`config.mk`:
```
export PLATFORM = sky130hd
export DESIGN_NAME = sar_adc_convert_readout_ctrl
export DESIGN_NICKNAME = d
export VERILOG_FILES = /design/src/rtl/sar_adc_pkg.sv /design/src/rtl/sar_adc_convert_readout_ctrl.sv /design/src/rtl/two_entry_buffer.sv
export SDC_FILE = /design/constraint.sdc
export NUM_CORES = 1
export LEC_CHECK = 0
export ABC_CLOCK_PERIOD_IN_PS = 3500
export BUFFER_PORTS_ARGS = -buffer_cell sky130_fd_sc_hd__buf_2
export CAP_MARGIN = 10
export CORE_MARGIN = 5
export CORE_UTILIZATION = 40
export CTS_CLUSTER_DIAMETER = 40
export CTS_CLUSTER_SIZE = 40
export DETAILED_ROUTE_END_ITERATION = 10
export PLACE_DENSITY_LB_ADDON = 0.05
export SLEW_MARGIN = 20
export SYNTH_ARGS = -nofsm -noshare
export SYNTH_HDL_FRONTEND = slang
export SYNTH_SLANG_ARGS = --single-unit
export TNS_END_PERCENT = 50
```
`constraint.sdc`:
```
create_clock -name clk -period 3.5 [get_ports clk]
set_input_delay 0.175 -clock clk [delete_from_list [all_inputs] [get_ports clk]]
set_output_delay 0.175 -clock clk [all_outputs]
set_load 0.1 [all_outputs]
```
`src/rtl/sar_adc_pkg.sv`:
```
package sar_adc_pkg;

  // ----------------------------------------
  // Clock and timing
  // ----------------------------------------
  localparam int CLK_PERIOD_NS = 100;
  localparam int CONV_TIME_TYP_NS = 1300;
  localparam int CONV_TIME_MAX_NS = 1600;
  localparam int ACQ_TIME_MIN_NS = 240;
  // Typical and longest times round down, at least one cycle
  localparam int CONV_CYCLES = (CONV_TIME_TYP_NS / CLK_PERIOD_NS) < 1 ? 1 : (CONV_TIME_TYP_NS / CLK_PERIOD_NS);
  localparam int CONV_MAX_CYCLES = (CONV_TIME_MAX_NS / CLK_PERIOD_NS) < 1 ? 1 : (CONV_TIME_MAX_NS / CLK_PERIOD_NS);
  // Least time rounds up
  localparam int ACQ_CYCLES = (ACQ_TIME_MIN_NS + CLK_PERIOD_NS - 1) / CLK_PERIOD_NS;

  // ----------------------------------------
  // Result and configuration word
  // ----------------------------------------
  localparam int RESULT_BITS = 12;
  localparam int CFG_BITS = 6;
  localparam int CFG_SGL_POS = 5;
  localparam int CFG_ODD_POS = 4;
  localparam int CFG_UNI_POS = 1;
  localparam logic [11:0] MIDSCALE = 12'h800;
  localparam logic [5:0] CFG_RESET = 6'h02;

  // ----------------------------------------
  // Converter states
  // ----------------------------------------
  typedef enum logic [1:0] {
    ST_ACQUIRE = 2'b00,
    ST_CONVERT = 2'b01,
    ST_IDLE = 2'b10,
    ST_SLEEP = 2'b11
  } conv_state_type;

endpackage

```
`src/rtl/sar_adc_convert_readout_ctrl.sv`:
```
`timescale 1ns/1ns
`default_nettype none
// Contract
// - Rising start edge begins a conversion; running conversion never restarts.
// - Conversion timed by internal clock count, within maximum, independent of serial clock.
// - Acquisition of at least minimum time precedes each conversion; host spaces starts. Code also accepts a start in idle, with no acquisition.
// - Host lowers start after conversion; output driver enabled only while start low.
// - Bipolar gives two's complement, unipolar gives straight binary.
// - Start low at completion puts MSB out immediately and stays powered.
// - Positive and negative inputs sampled by one shared sample strobe.
// - Sampler connected once per cycle during acquisition, disconnected in conversion.
// - Two-input variant selects single-ended or differential; one-input always differential.
// - First six rising serial-clock edges capture configuration word in order.
// - Serial output changes on each of the first twelve falling serial-clock edges after completion.
// - Bit one single/differential, bit two odd/sign, bit five unipolar.
// - Start high after conversion time puts device into sleep; wakes when low.
module sar_adc_convert_readout_ctrl #(
  parameter int NUM_INPUTS = 2,
  parameter int CONV_CNT = sar_adc_pkg::CONV_CYCLES,
  parameter int ACQ_CNT = sar_adc_pkg::ACQ_CYCLES
) (
  // Clock and reset
  input wire logic clk,
  input wire logic resetn,
  // Host serial port
  input wire logic conversion_start_pin,
  input wire logic serialClk,
  input wire logic serialIn,
  output logic serialOut,
  output logic serialOutEn,
  // Analog front end control
  output logic sampleConnect,
  output logic sampleHold,
  output logic analog_input_zero_pos,
  output logic analog_input_zero_neg,
  output logic analog_input_one_pos,
  output logic analog_input_one_neg,
  output logic singleEnded,
  output logic bitTrial,
  output logic [3:0] bitIndex,
  input wire logic compareHigh,
  output logic poweredUp,
  // Result stream
  output logic resultValid,
  input wire logic resultReady,
  output logic [11:0] resultData
);

  initial begin
    if (NUM_INPUTS != 1 && NUM_INPUTS != 2) $error("NUM_INPUTS must be 1 or 2");
    if (CONV_CNT < sar_adc_pkg::RESULT_BITS || CONV_CNT > sar_adc_pkg::CONV_MAX_CYCLES) $error("CONV_CNT out of range");
    if (ACQ_CNT < sar_adc_pkg::ACQ_CYCLES) $error("ACQ_CNT too short");
  end

  // ----------------------------------------
  // Input synchronisers
  // ----------------------------------------
  logic [1:0] startSync_ff;
  logic [1:0] sckSync_ff;
  logic [1:0] sdiSync_ff;
  logic startPrev_ff;
  logic sckPrev_ff;
  logic startLvl;
  logic sckRise;
  logic sckFall;
  logic startRise;

  always_ff @(posedge clk) begin
    if (!resetn) begin
      startSync_ff <= 2'h0;
      sckSync_ff <= 2'h0;
      sdiSync_ff <= 2'h0;
      startPrev_ff <= 1'b0;
      sckPrev_ff <= 1'b0;
    end else begin
      startSync_ff <= {startSync_ff[0], conversion_start_pin};
      sckSync_ff <= {sckSync_ff[0], serialClk};
      sdiSync_ff <= {sdiSync_ff[0], serialIn};
      startPrev_ff <= startSync_ff[1];
      sckPrev_ff <= sckSync_ff[1];
    end
  end

  assign startLvl = startSync_ff[1];
  assign startRise = startLvl && !startPrev_ff;
  assign sckRise = sckSync_ff[1] && !sckPrev_ff;
  assign sckFall = !sckSync_ff[1] && sckPrev_ff;

  // ----------------------------------------
  // Conversion sequencer
  // ----------------------------------------
  sar_adc_pkg::conv_state_type state_ff;
  logic [4:0] cnt_ff;
  logic [11:0] sar_ff;
  logic [11:0] trial;
  logic convDone;
  logic [5:0] cfg_ff;
  logic [5:0] cfgActive_ff;
  logic [2:0] cfgCnt_ff;
  logic [3:0] outCnt_ff;
  logic [11:0] shift_ff;
  logic startAccepted;
  logic bufInReady;
  logic [11:0] coded;

  assign startAccepted = startRise && (state_ff == sar_adc_pkg::ST_ACQUIRE || state_ff == sar_adc_pkg::ST_IDLE);
  assign convDone = (state_ff == sar_adc_pkg::ST_CONVERT) && (cnt_ff == 5'(CONV_CNT - 1));

  // Result coding selected by the captured unipolar bit
  function automatic logic [11:0] code_result(input logic [11:0] raw, input logic unipolar_select_bit);
    code_result = unipolar_select_bit ? raw : (raw ^ sar_adc_pkg::MIDSCALE);
  endfunction

  always_ff @(posedge clk) begin
    if (!resetn) begin
      state_ff <= sar_adc_pkg::ST_IDLE;
      cnt_ff <= 5'h00;
    end else begin
      case (state_ff)
        sar_adc_pkg::ST_ACQUIRE, sar_adc_pkg::ST_IDLE: begin
          if (state_ff == sar_adc_pkg::ST_ACQUIRE && cnt_ff != 5'(ACQ_CNT)) begin
            cnt_ff <= cnt_ff + 5'h01;
          end
          if (startAccepted) begin
            state_ff <= sar_adc_pkg::ST_CONVERT;
            cnt_ff <= 5'h00;
          end
        end
        sar_adc_pkg::ST_CONVERT: begin
          cnt_ff <= cnt_ff + 5'h01;
          if (convDone) begin
            cnt_ff <= 5'h00;
            state_ff <= startLvl ? sar_adc_pkg::ST_SLEEP : sar_adc_pkg::ST_IDLE;
          end
        end
        sar_adc_pkg::ST_SLEEP: begin
          if (!startLvl) begin
            state_ff <= sar_adc_pkg::ST_IDLE;
          end
        end
        default: begin
          state_ff <= sar_adc_pkg::ST_IDLE;
          cnt_ff <= 5'h00;
        end
      endcase
      // Acquisition opens after the configuration word is in
      if (state_ff == sar_adc_pkg::ST_IDLE && cfgCnt_ff == 3'(sar_adc_pkg::CFG_BITS) && !startAccepted) begin
        state_ff <= sar_adc_pkg::ST_ACQUIRE;
        cnt_ff <= 5'h00;
      end
    end
  end

  // SAR decisions, MSB first, one per cycle
  assign trial = sar_ff | (sar_adc_pkg::MIDSCALE >> cnt_ff[3:0]);

  always_ff @(posedge clk) begin
    if (!resetn) begin
      sar_ff <= 12'h000;
    end else if (startAccepted) begin
      sar_ff <= 12'h000;
    end else if (state_ff == sar_adc_pkg::ST_CONVERT && cnt_ff < 5'(sar_adc_pkg::RESULT_BITS)) begin
      sar_ff <= compareHigh ? sar_ff : trial;
    end
  end

  always_ff @(posedge clk) begin
    if (!resetn) begin
      bitTrial <= 1'b0;
      bitIndex <= 4'h0;
    end else begin
      // Shows the trial that the next decision will judge
      bitTrial <= startAccepted ||
        ((state_ff == sar_adc_pkg::ST_CONVERT) && (cnt_ff < 5'(sar_adc_pkg::RESULT_BITS - 1)));
      bitIndex <= startAccepted ? 4'h0 : (cnt_ff[3:0] + 4'h1);
    end
  end

  // ----------------------------------------
  // Sampler and multiplexer
  // ----------------------------------------
  logic sglSel;
  logic oddSel;
  assign sglSel = (NUM_INPUTS == 2) ? cfgActive_ff[sar_adc_pkg::CFG_SGL_POS] : 1'b0;
  assign oddSel = cfgActive_ff[sar_adc_pkg::CFG_ODD_POS];

  always_ff @(posedge clk) begin
    if (!resetn) begin
      sampleConnect <= 1'b0;
      sampleHold <= 1'b0;
      analog_input_zero_pos <= 1'b0;
      analog_input_zero_neg <= 1'b0;
      analog_input_one_pos <= 1'b0;
      analog_input_one_neg <= 1'b0;
      singleEnded <= 1'b0;
      poweredUp <= 1'b1;
    end else begin
      sampleConnect <= (state_ff == sar_adc_pkg::ST_ACQUIRE) && !startAccepted;
      sampleHold <= startAccepted;
      singleEnded <= sglSel;
      analog_input_zero_pos <= !oddSel;
      analog_input_zero_neg <= oddSel && !sglSel;
      analog_input_one_pos <= oddSel;
      analog_input_one_neg <= !oddSel && !sglSel;
      poweredUp <= (state_ff != sar_adc_pkg::ST_SLEEP);
    end
  end

  // ----------------------------------------
  // Configuration capture
  // ----------------------------------------
  always_ff @(posedge clk) begin
    if (!resetn) begin
      cfg_ff <= sar_adc_pkg::CFG_RESET;
      cfgCnt_ff <= 3'h0;
      cfgActive_ff <= sar_adc_pkg::CFG_RESET;
    end else if (startLvl) begin
      cfgCnt_ff <= 3'h0;
    end else if (sckRise && cfgCnt_ff < 3'(sar_adc_pkg::CFG_BITS)) begin
      cfg_ff <= {cfg_ff[4:0], sdiSync_ff[1]};
      cfgCnt_ff <= cfgCnt_ff + 3'h1;
      if (cfgCnt_ff == 3'(sar_adc_pkg::CFG_BITS - 1)) begin
        cfgActive_ff <= {cfg_ff[4:0], sdiSync_ff[1]};
      end
    end
  end

  // ----------------------------------------
  // Result buffer and serial output
  // ----------------------------------------
  assign coded = code_result(sar_ff, cfgActive_ff[sar_adc_pkg::CFG_UNI_POS]);

  two_entry_buffer #(
    .WIDTH(sar_adc_pkg::RESULT_BITS)
  ) resultBuf (
    .clk(clk),
    .resetn(resetn),
    .inValid(convDone),
    .inReady(bufInReady),
    .inData(coded),
    .outValid(resultValid),
    .outReady(resultReady),
    .outData(resultData)
  );

  always_ff @(posedge clk) begin
    if (!resetn) begin
      shift_ff <= 12'h000;
      outCnt_ff <= 4'h0;
    end else if (convDone) begin
      shift_ff <= coded;
      outCnt_ff <= 4'h0;
    end else if (!startLvl && sckFall && outCnt_ff != 4'(sar_adc_pkg::RESULT_BITS)) begin
      shift_ff <= {shift_ff[10:0], 1'b0};
      outCnt_ff <= outCnt_ff + 4'h1;
    end
  end

  always_ff @(posedge clk) begin
    if (!resetn) begin
      serialOut <= 1'b0;
      serialOutEn <= 1'b0;
    end else begin
      serialOut <= shift_ff[11];
      serialOutEn <= !startLvl && (state_ff != sar_adc_pkg::ST_CONVERT);
    end
  end

endmodule
`default_nettype wire

```
`src/rtl/two_entry_buffer.sv`:
```
`timescale 1ns/1ns
`default_nettype none
module two_entry_buffer #(
  parameter int WIDTH = 12
) (
  // Clock and reset
  input wire logic clk,
  input wire logic resetn,
  // Fill side
  input wire logic inValid,
  output logic inReady,
  input wire logic [WIDTH-1:0] inData,
  // Drain side
  output logic outValid,
  input wire logic outReady,
  output logic [WIDTH-1:0] outData
);

  initial begin
    if (WIDTH < 1) $error("WIDTH must be positive");
  end

  logic [WIDTH-1:0] mem_ff [2];
  logic rdPtr_ff;
  logic wrPtr_ff;
  logic [1:0] count_ff;
  logic doWrite;
  logic doRead;

  assign inReady = (count_ff != 2'h2);
  assign outValid = (count_ff != 2'h0);
  assign outData = mem_ff[rdPtr_ff];
  assign doWrite = inValid && inReady;
  assign doRead = outValid && outReady;

  always_ff @(posedge clk) begin
    if (doWrite) begin
      mem_ff[wrPtr_ff] <= inData;
    end
  end

  always_ff @(posedge clk) begin
    if (!resetn) begin
      rdPtr_ff <= 1'b0;
      wrPtr_ff <= 1'b0;
      count_ff <= 2'h0;
    end else begin
      if (doWrite) begin
        wrPtr_ff <= !wrPtr_ff;
      end
      if (doRead) begin
        rdPtr_ff <= !rdPtr_ff;
      end
      count_ff <= count_ff + {1'b0, doWrite} - {1'b0, doRead};
    end
  end

endmodule
`default_nettype wire

```
* Yosys cells after proc, flatten, opt, wreduce, memory -nomap -nowiden *
Memories as Yosys holds them, arrays and structs flattened. A register that Yosys moved wholly into a read port is not among the register bits.
Cells that the tools add are included.

word-level totals
  bits in writable memories = 24
  word-level logic and storage cells = 125
  output and inout bits = 28
  input bits = 7
  register bits after elaboration = 76
  memories kept = 1

cells by class
  bitwise gates (word level) = 5
  equal/unequal tests = 18
  muxes and demuxes = 17
  shift-type cells = 1
  reduce and logical (&&, ||, !) cells = 45
  order comparisons = 3
  add/subtract/negate cells = 6

memory list
  name              depth  bits a word  read ports  clocked after memory_dff  write ports  line                    text
  resultBuf.mem_ff  2      12           1           1                         1            two_entry_buffer.sv:23  logic [WIDTH-1:0] mem_ff [2];

operator list
  cell                     number
  $mux W12                 3
  $logic_and A1 B1 Y1      19
  $mux W5                  3
  $or A12 B12 Y12          1
  $shr A12 B4 Y12 const A  1
  $lt A5 B4 Y1 const B     2
  $pmux W5 S2              1
  $reduce_or A2 Y1         5
  $logic_not A1 Y1         9
  $ne A3 B3 Y1 const B     3
  $reduce_and A3 Y1        3
  $add A4 B1 Y4 const B    2
  $mux W2                  4
  $ne A2 B2 Y1 const B     4
  $eq A3 B3 Y1 const B     2
  $pmux W2 S3              1
  $reduce_and A2 Y1        3
  $reduce_bool A2 Y1       3
  $add A5 B1 Y5 const B    1
  $eq A5 B4 Y1 const B     1
  $mux W1                  5
  $ne A5 B2 Y1 const B     1
  $eq A2 B2 Y1 const B     2
  $ne A2 B1 Y1 const B     2
  other kinds (10)         14

* Longest topological paths before layout *
Gate-level depths: netlist (run 1).

  depth after elaboration = 7
  gate-level depth with buffers = 8
  gate-level depth less buffers = 7

* Cells and area by module *
From an unflattened synthesis (run 1), not the netlist that was laid out.

unflattened totals
  cell total of the unflattened synthesis = 352
  area total of the unflattened synthesis = 3768.6 µm²

modules (own cells, without submodules)
  module                        cells each  instances  area each (µm²)  sequential area each (µm²)
  sar_adc_convert_readout_ctrl  291         1          2670.1           1381.3
  two_entry_buffer              61          1          1098.6           820.8

* Least setup slack after synthesis (run 1) *
No wires, ideal clock.

  kind = register to register
  start = register cnt_ff[0]
  end = memory resultBuf.mem_ff[0][0] (enable)
  cell stages (with the launch flop) = 8
  arrival = 2.256 ns
  setup time = 0.396 ns
  path buffers = 2
  period minus slack after synthesis = 2.653 ns
  setup slack = 0.847 ns
  required time = 3.104 ns
  cells stage by stage = dfxtp_1 inv_1 ha_1 and4b_1 clkbuf_1 nand2_1 buf_2 nor3_1

on the way
  word-level cells in the longest chain between the ends = 5

ends and longest elaborated chain
  item                           line                                 text
  from (decl)                    sar_adc_convert_readout_ctrl.sv:93   logic [4:0] cnt_ff;
  from (signal assigned)         sar_adc_convert_readout_ctrl.sv:122  cnt_ff <= cnt_ff + 5'h01;
  from (signal assigned)         sar_adc_convert_readout_ctrl.sv:130  cnt_ff <= cnt_ff + 5'h01;
  $eq A5 B4 Y1                   sar_adc_convert_readout_ctrl.sv:107  assign convDone = (state_ff == sar_adc_pkg::ST_CONVERT) && (cnt_ff == 5'(CONV_CNT - 1));
  $logic_and A1 B1 Y1            sar_adc_convert_readout_ctrl.sv:107
  $logic_and A1 B1 Y1            two_entry_buffer.sv:33               assign doWrite = inValid && inReady;
  $mux W1                        two_entry_buffer.sv:37               if (doWrite) begin
  $mux W1 (not written as such)  two_entry_buffer.sv:38               mem_ff[wrPtr_ff] <= inData;
  to (decl)                      two_entry_buffer.sv:23

No other way between the ends.

* Worst setup path after layout (run 1) *
  start = register cnt_ff[0]
  end = memory resultBuf.mem_ff[1][3] (enable)

Same word-level chain as after synthesis.

==> results.txt, run 1 <==
----------------------------------------------------
[Status]
  Run status ... finished clean

[Timing]
  Final worst path period need ... 2.25 ns
  Worst clock skew ... 0.00957 ns
  Final hold violation count ... 0
  Worst path setup slack after routing ... 1.25 ns
  Worst-margin pin slew ... 0.726 ns
  Number of pins exceeding their max-slew limit in the final report ... 0
  Hold slack ... 0.0306 ns
  Final clock period utilization by the worst path ... 64.2%
  Fmax ... 445 MHz
  Unrepaired setup endpoints after global routing ... false
  Count of final setup violators ... 0
  Remaining max-slew budget at the tightest pin ... 51.1%
  Summed negative setup slack over all endpoints ... 0 ns

[Yosys]
  #FFs+latches synth ... 98
  Summed instance area of the synthesized netlist ... 3770 um^2
  Top cells by area in the synthesized netlist ... dfxtp_1 (39%), edfxtp_1 (19%), ha_1 (4.0%)
  Leading post-synthesis cells by instance count ... dfxtp_1 (74), nor2_1 (40), nand2_1 (34)
  Most instantiated library cell after synthesis ... dfxtp_1
  Post-synth top area share ... 39.3%
  Synth Warn # ... 0
  Most used flip-flop cell after synthesis ... dfxtp_1
  Net count of the mapped netlist ... 376
  Unique masters post-synth ... 45
  Post-Syn Instances ... 357
  Sequential element share of the synthesized area ... 58.4%
  Syn Area/Cell ... 10.6 um^2
  Most area-hungry cell type in the Yosys netlist ... dfxtp_1
  Fraction of synthesis flops using an asynchronous set or reset pin ... 0%
  Count of flip-flops with a built-in enable after synthesis ... 24

[Pwr]
  Areal power density over the cells ... 536 nW/um^2
  Static leakage ... 1.60 nW
  Final Total Pwr ... 2.27 mW
  VDD IR-drop max ... 0.000184 V

[GRT]
  Pin count of the biggest net entering global routing ... 34
  Global-route track usage on met3 ... 2.83%
  Layer with the highest usage after global routing ... met2
  Tot GR Track Use ... 13.8%
  Met1 Use GR ... 18.6%
  Met2 usage ... 21.8%
  Via count of the first global-routing pass ... 2,495
  Global-route wire length before repair ... 12.4 mm
  Number of antenna violations at the first check in global routing ... 0
  Global route overflow ... 0

[CTS]
  Clock tree root driver cell ... clkbuf_8
  Number of hold buffers added after CTS ... 0
  Clock insertion delay at the later pin of the skew report ... 0.35 ns
  Longest Clk Path Bufs ... 2
  Clock-pin slew on the worst setup and hold paths ... 0.09 ns
  Level count of the clock H-tree ... 3
  Clock sinks ... 98
  Clock tree from TritonCTS ... built
  Total clock buffers created by CTS ... 9
  Post-CTS setup repair buffer count ... 0
  Post_cts resized ... 0

[Cells and area]
  Post-route non-filler standard cell count ... 503
  Layout cell share with drive strength beyond 1 ... 17.1%
  Utilization after layout ... 46.1%
  Finished Cell Area ... 4240 um^2
  Filler cells ... 896
  Net total in the final layout ... 406
  Antenna diode instance count ... 0
  Synth-to-Final Area Change ... 12.4%

[Detailed routing]
  Number of search-and-repair iterations in the first detailed-routing pass ... 4
  WL/cell ... 14.5 um
  Post-Route WL ... 7.28 mm
  Drt first-iter violations ... 99
  Via density per instance ... 4.98
  Number of antenna-violating nets in the routed design ... 0
  DRC errors left ... 0
  Via count ... 2,503

[Worst hold path]
  Cells on Worst Hold Path ... 2
  Start point of the worst min-delay path ... conversion_start_pin
  Worst min-delay path endpoint ... startSync_ff[0]
  Kind of path behind the tightest hold check ... input pin to flip-flop

[Placement]
  Post-Place Cells ... 487
  Number of input and output port buffers inserted ... 34
  Routability-driven placement congestion ratio ... 0.751
  Area after detailed placement ... 4020 um^2
  Worst slack after detailed placement ... 1.22 ns
  HPWL after DPL ... 5.03 mm

[Floorplanning]
  DIE WIDTH ... 107 um
  Cell row count ... 35
  Vertical die dimension ... 107 um
  Core Area ... 9200 um^2
  Number of top-level pins ... 35
  Die area ... 11,500 um^2
  Starting density of the core ... 41.0%

[Worst setup path]
  Worst-path cell with the longest stage delay ... and2_1
  Capturing element type of the critical path ... flip-flop
  Worst Setup Start Kind ... flip-flop
  Kind of critical path ... flip-flop to flip-flop
  Launch instance of the worst register-to-register path ... cnt_ff[0]
  Longest individual stage delay on the worst path ... 0.55 ns
  Arrival time reported for the critical path endpoint ... 2.24 ns
  Required time at the endpoint of the critical path ... 3.49 ns
  Chain of cells forming the critical path ... inv_1 -> ha_1 -> nand4b_1 -> nor3_1 -> and2_1
  Crit path max fanout ... 12
  FF-to-FF End ... resultBuf.mem_ff[1][3]
  Flop2flop setup slack ... 1.25 ns
  Worst Reg2Reg Path Length in Cells ... 5

[Job]
  Number of max-capacitance violations reported ... 0

----------------------------------------------------
area by class of cell:
| class | count | area [um^2] | share of cell area (%) |
|---|---|---|---|
| tap | 111 | 139 | 3.28 |
| multi-input combinational | 230 | 1450 | 34.1 |
| clock buffer | 13 | 170 | 4.02 |
| inverter | 11 | 41.3 | 0.975 |
| sequential | 98 | 2200 | 52.0 |
| timing repair buffer | 37 | 193 | 4.55 |
| clock inverter | 3 | 46.3 | 1.09 |
worst max path at each step:
stage	start	endpoint	cells past startpoint
6_report	cnt_ff[0]	resultBuf.mem_ff[1][3]	5
5_1_grt	cnt_ff[0]	resultBuf.mem_ff[1][3]	5
4_1_cts	cnt_ff[0]	resultBuf.mem_ff[1][3]	5
3_5_place_dp	cnt_ff[0]	resultBuf.mem_ff[1][5]	5
3_3_place_gp	cnt_ff[0]	resultBuf.mem_ff[1][5]	5
2_1_floorplan	cnt_ff[0]	resultBuf.mem_ff[0][0]	7
registers in the layout, summed over array words and instances (netlist names), 3 cells and up, named ones only:
register and count:
resultBuf.mem_ff 24, sar_ff 12, shift_ff 12, cfg_ff 5, cnt_ff 5, bitIndex 4, outCnt_ff 4, cfgActive_ff 3
cfgCnt_ff 3
layout by cell type, fill, tap and decap left out, types with 2 or more instances in the layout:
cell type  count
dfxtp_1       74
nor2_1        40
clkbuf_1       2
xor2_1         5
a31oi_1       14
ha_1          12
nor4_1         2
nand4_1        2
nor2b_1        4
and2_1        13
inv_1         10
xnor2_1        6
and3_1         2
or3_1          3
a21oi_1       21
mux2i_1        8
clkbuf_8      10
mux2_2        12
nor3_1         3
and4_1         2
nor4b_1        2
edfxtp_1      24
buf_4          3
nor3b_1        3
nand3_1        9
buf_2         34
o21ai_0       16
nand2b_1       3
nand2_1       34
kinds of logic after synthesis:
kind of cell	Yosys count	share of synthesized area (%)
muxes	20	5.71
buffers and inverters	29	3.25
adders and majority gates	12	3.98
AOI/OAI and AO/OA	60	9.72
DFF	98	58.4
and+or+nand+nor	127	16.4
xor gates and xnor gates	11	2.56
per-layer routing:
metal	vias to the layer above	part of all wire, %
li1	1294	-
met1	1173	49
met2	29	46
met3	7	3.2
met4	0	0.89
met5	-	0
power breakdown:
| part | internal (mW) | switching, mW |
|---|---|---|
| registers | 1.17 | 0.0203 |
| logic | 0.0668 | 0.244 |
| clock network | 0.396 | 0.371 |
worst max-delay path, delay by kind of cell, from the launching register on:
kind	cells	cell delay, ns
DFF	1	0.36
adders and majority gates	1	0.28
and+or+nand+nor	3	1.10
buffers and inverters	1	0.14
(Power assumes the default switching activity.)
==> run 2, diff against run 1 <==
- ABC_CLOCK_PERIOD_IN_PS: 3500 -> 1900
- clock period: 3.5 -> 1.9 ns (I/O delays scaled with it)
==> run 2 against run 1 <==
Clock-buffer cell count down 1. Critical path type unchanged. Worst hold slack better by 0.074 ns. Flip-flop and latch count unchanged. Core utilization up 2.8 points. Clock skew up 0.0083 ns. Largest cell class unchanged. Via count up 6.4%. Critical endpoint is now resultBuf.count_ff[1]. Sequential share of layout area down 3.0 points. Final area up 6.1%. Wire length up 4.8%. Cell count up 4.4%.
==> results.txt, run 2 (same netlist as run 1, synthesis figures left out) <==
----------------------------------------------------
[Worst setup path]
  Arrival time reported for the critical path endpoint ... 2.09 ns (-0.15 ns)
  Flop2flop setup slack ... 0.10 ns (-1.15 ns)
  Launch point of the worst path ... resultBuf.count_ff[0]
  Critical Path End ... resultBuf.count_ff[1]
  Worst Reg2Reg Path Length in Cells ... 7 (+2)
  FF-to-FF End ... resultBuf.count_ff[1]
  Launch instance of the worst register-to-register path ... resultBuf.count_ff[0]
  Crit path max fanout ... 4 (-8)
  Kind of critical path ... flip-flop to flip-flop
  Capturing element type of the critical path ... flip-flop
  Worst Setup Start Kind ... flip-flop
  Required time at the endpoint of the critical path ... 2.19 ns (-1.30 ns)

[CTS]
  Clock sinks ... 98 (unchanged)
  Clock insertion delay at the later pin of the skew report ... 0.36 ns (about the same)
  Post-CTS setup repair buffer count ... 0 (unchanged)
  Clock-pin slew on the worst setup and hold paths ... 0.09 ns (about the same)
  Level count of the clock H-tree ... 3 (unchanged)
  Total clock buffers created by CTS ... 9 (unchanged)
  Clock tree root driver cell ... clkbuf_8
  Longest Clk Path Bufs ... 2 (unchanged)
  Clock tree from TritonCTS ... built

[Detailed routing]
  WL/cell ... 14.5 um (+0.40%)
  Post-Route WL ... 7.63 mm (+4.8%)
  DRC errors left ... 0 (unchanged)
  Number of antenna-violating nets in the routed design ... 0 (unchanged)
  Via density per instance ... 5.07 (+1.9%)
  Drt first-iter violations ... 73 (-26%)
  Via count ... 2,663 (+6.4%)
  Number of search-and-repair iterations in the first detailed-routing pass ... 4 (unchanged)

[Pwr]
  VDD IR-drop max ... 0.000367 V (+99%)
  Clock Power Share ... 35.5% (+1.7 points)
  Areal power density over the cells ... 873 nW/um^2 (+63%)
  Static leakage ... 1.78 nW (+11%)
  Int Pwr ... 2.97 mW (+81%)
  Sequential power share ... 55.7% (+3.2 points)
  Net switching component of the power ... 959 uW (+51%)
  Final Total Pwr ... 3.93 mW (+73%)
  Switching share of power ... 24.4% (-3.6 points)
  Combinational cell fraction of total power ... 8.8% (-4.9 points)

[Floorplanning]
  Cell row count ... 35 (unchanged)
  Core Area ... 9200 um^2 (unchanged)
  Number of top-level pins ... 35 (unchanged)
  Vertical die dimension ... 107 um (unchanged)
  DIE WIDTH ... 107 um (unchanged)
  Die area ... 11,500 um^2 (unchanged)
  Starting density of the core ... 41.0% (unchanged)

[Timing]
  Count of final setup violators ... 0 (unchanged)
  Remaining max-slew budget at the tightest pin ... 63.7% (+13 points)
  Final worst path period need ... 1.80 ns (-0.449 ns)
  Final hold violation count ... 0 (unchanged)
  Worst-margin pin slew ... 0.537 ns (-0.189 ns)
  Final clock period utilization by the worst path ... 94.6% (+30 points)
  Number of pins exceeding their max-slew limit in the final report ... 0 (unchanged)
  Worst clock skew ... 0.0179 ns (+0.00829 ns)
  Unrepaired setup endpoints after global routing ... false
  Fmax ... 556 MHz (+25%)
  Summed negative setup slack over all endpoints ... 0 ns (unchanged)

[Cells and area]
  Synth-to-Final Area Change ... 19.3%
  Layout cell share with drive strength beyond 1 ... 23.7% (+6.6 points)
  Largest registers ... resultBuf.mem_ff (24), sar_ff (12), shift_ff (12)
  Net total in the final layout ... 428 (+5.4%)
  Largest reg by FF count ... resultBuf.mem_ff
  Max reg flops ... 24 (unchanged)
  Most frequent cells in the layout ... dfxtp_1 (72), nor2_1 (40), buf_2 (34), nand2_1 (33), edfxtp_1 (24)
  Antenna diode instance count ... 0 (unchanged)
  Most frequent standard cell in the layout excluding fill and tap cells ... dfxtp_1

[Job]
  Number of max-capacitance violations reported ... 0 (unchanged)

[GRT]
  Number of antenna violations at the first check in global routing ... 0 (unchanged)
  Global route overflow ... 0 (unchanged)
  Pin count of the biggest net entering global routing ... 25 (-26%)
  Via count of the first global-routing pass ... 2,543 (+1.9%)
  Tot GR Track Use ... 14.2% (+0.40 points)
  Global-route wire length before repair ... 12.8 mm (+3.2%)

[Placement]
  HPWL after DPL ... 5.26 mm (+4.6%)
  Routability-driven placement congestion ratio ... 0.726 (-3.3%)
  Number of input and output port buffers inserted ... 34 (unchanged)

[Worst hold path]
  Kind of path behind the tightest hold check ... input pin to flip-flop

[Status]
  Run status ... finished clean

----------------------------------------------------
## run 2: cell types whose count changed in the layout (fill, tap and decap cells not counted), moves of 2 or more
cell	delta
dfxtp_1	-2
dfxtp_2	+2
inv_2	+2
inv_1	-2
dlygate4sd3_1	+3
ha_4	+2
buf_12	+2
buf_4	+17
ha_1	-2
## run 2: layout make-up
cell class                 instances  area [um^2]
clock buffer                      12          156
tap                              111          139
fill                             905         4700
sequential                        98         2200
inverter                          11         41.3
clock inverter                     4         50.0
timing repair buffer              59          390
multi-input combinational        230         1520
## run 2: stage by stage
step	instances	instance area [um^2]	setup slack, ns	util (%)	hold WS (ns)
floorplan	357	3840	0.00591	-	0.222
global placement	506	4240	0.170	46.1	0.303
detailed placement	506	4240	0.106	46.1	0.305
CTS	525	4480	0.0947	48.7	0.0857
global route	525	4500	0.00188	48.9	0.105
finish	525	4500	0.102	48.9	0.104
## run 2: routing by layer
layer  global-route usage [%]  vias up  part of all wire (%)
met4                     6.48        0                   2.4
met2                     21.1       41                    46
met3                     2.77       14                   2.4
li1                         -     1342                     -
met5                        0        -                     0
met1                     19.8     1266                    49
## run 2: power groups by stage
| stage | clock (mW) | sequential [mW] | combinational, mW |
|---|---|---|---|
| CTS | 1.44 | 2.18 | 0.344 |
| finish | 1.39 | 2.18 | 0.346 |
| global placement | 0 | 2.23 | 0.337 |
| detailed placement | 0 | 2.23 | 0.338 |
| floorplan | 0 | 2.30 | 0.197 |
| global route | 1.54 | 2.19 | 0.373 |
## run 2: what timing repair did
item,in CTS,in global routing
hold buffers,3,0
endpoints found under the setup margin,0,3
hold endpoints to repair,3,0
gates resized for setup,0,4
## run 2: worst min-delay path by stage
| stage | start | to | cells past startpoint |
|---|---|---|---|
| 2_1_floorplan | serialClk | sckSync_ff[0] | 1 |
| 3_3_place_gp | serialClk | sckSync_ff[0] | 2 |
| 3_5_place_dp | serialIn | sdiSync_ff[0] | 2 |
| 4_1_cts | resetn | state_ff[1] | 2 |
| 5_1_grt | resetn | poweredUp | 2 |
| 6_report | resetn | state_ff[1] | 2 |
## run 2: worst max-delay path, cell delays in order, from the launching register on
cell,delay [ns]
dfxtp_2,0.34
or2_4,0.24
and2_4,0.15
ha_4,0.25
nor3b_4,0.17
a21oi_1,0.10
or3_1,0.37
a21oi_2,0.13
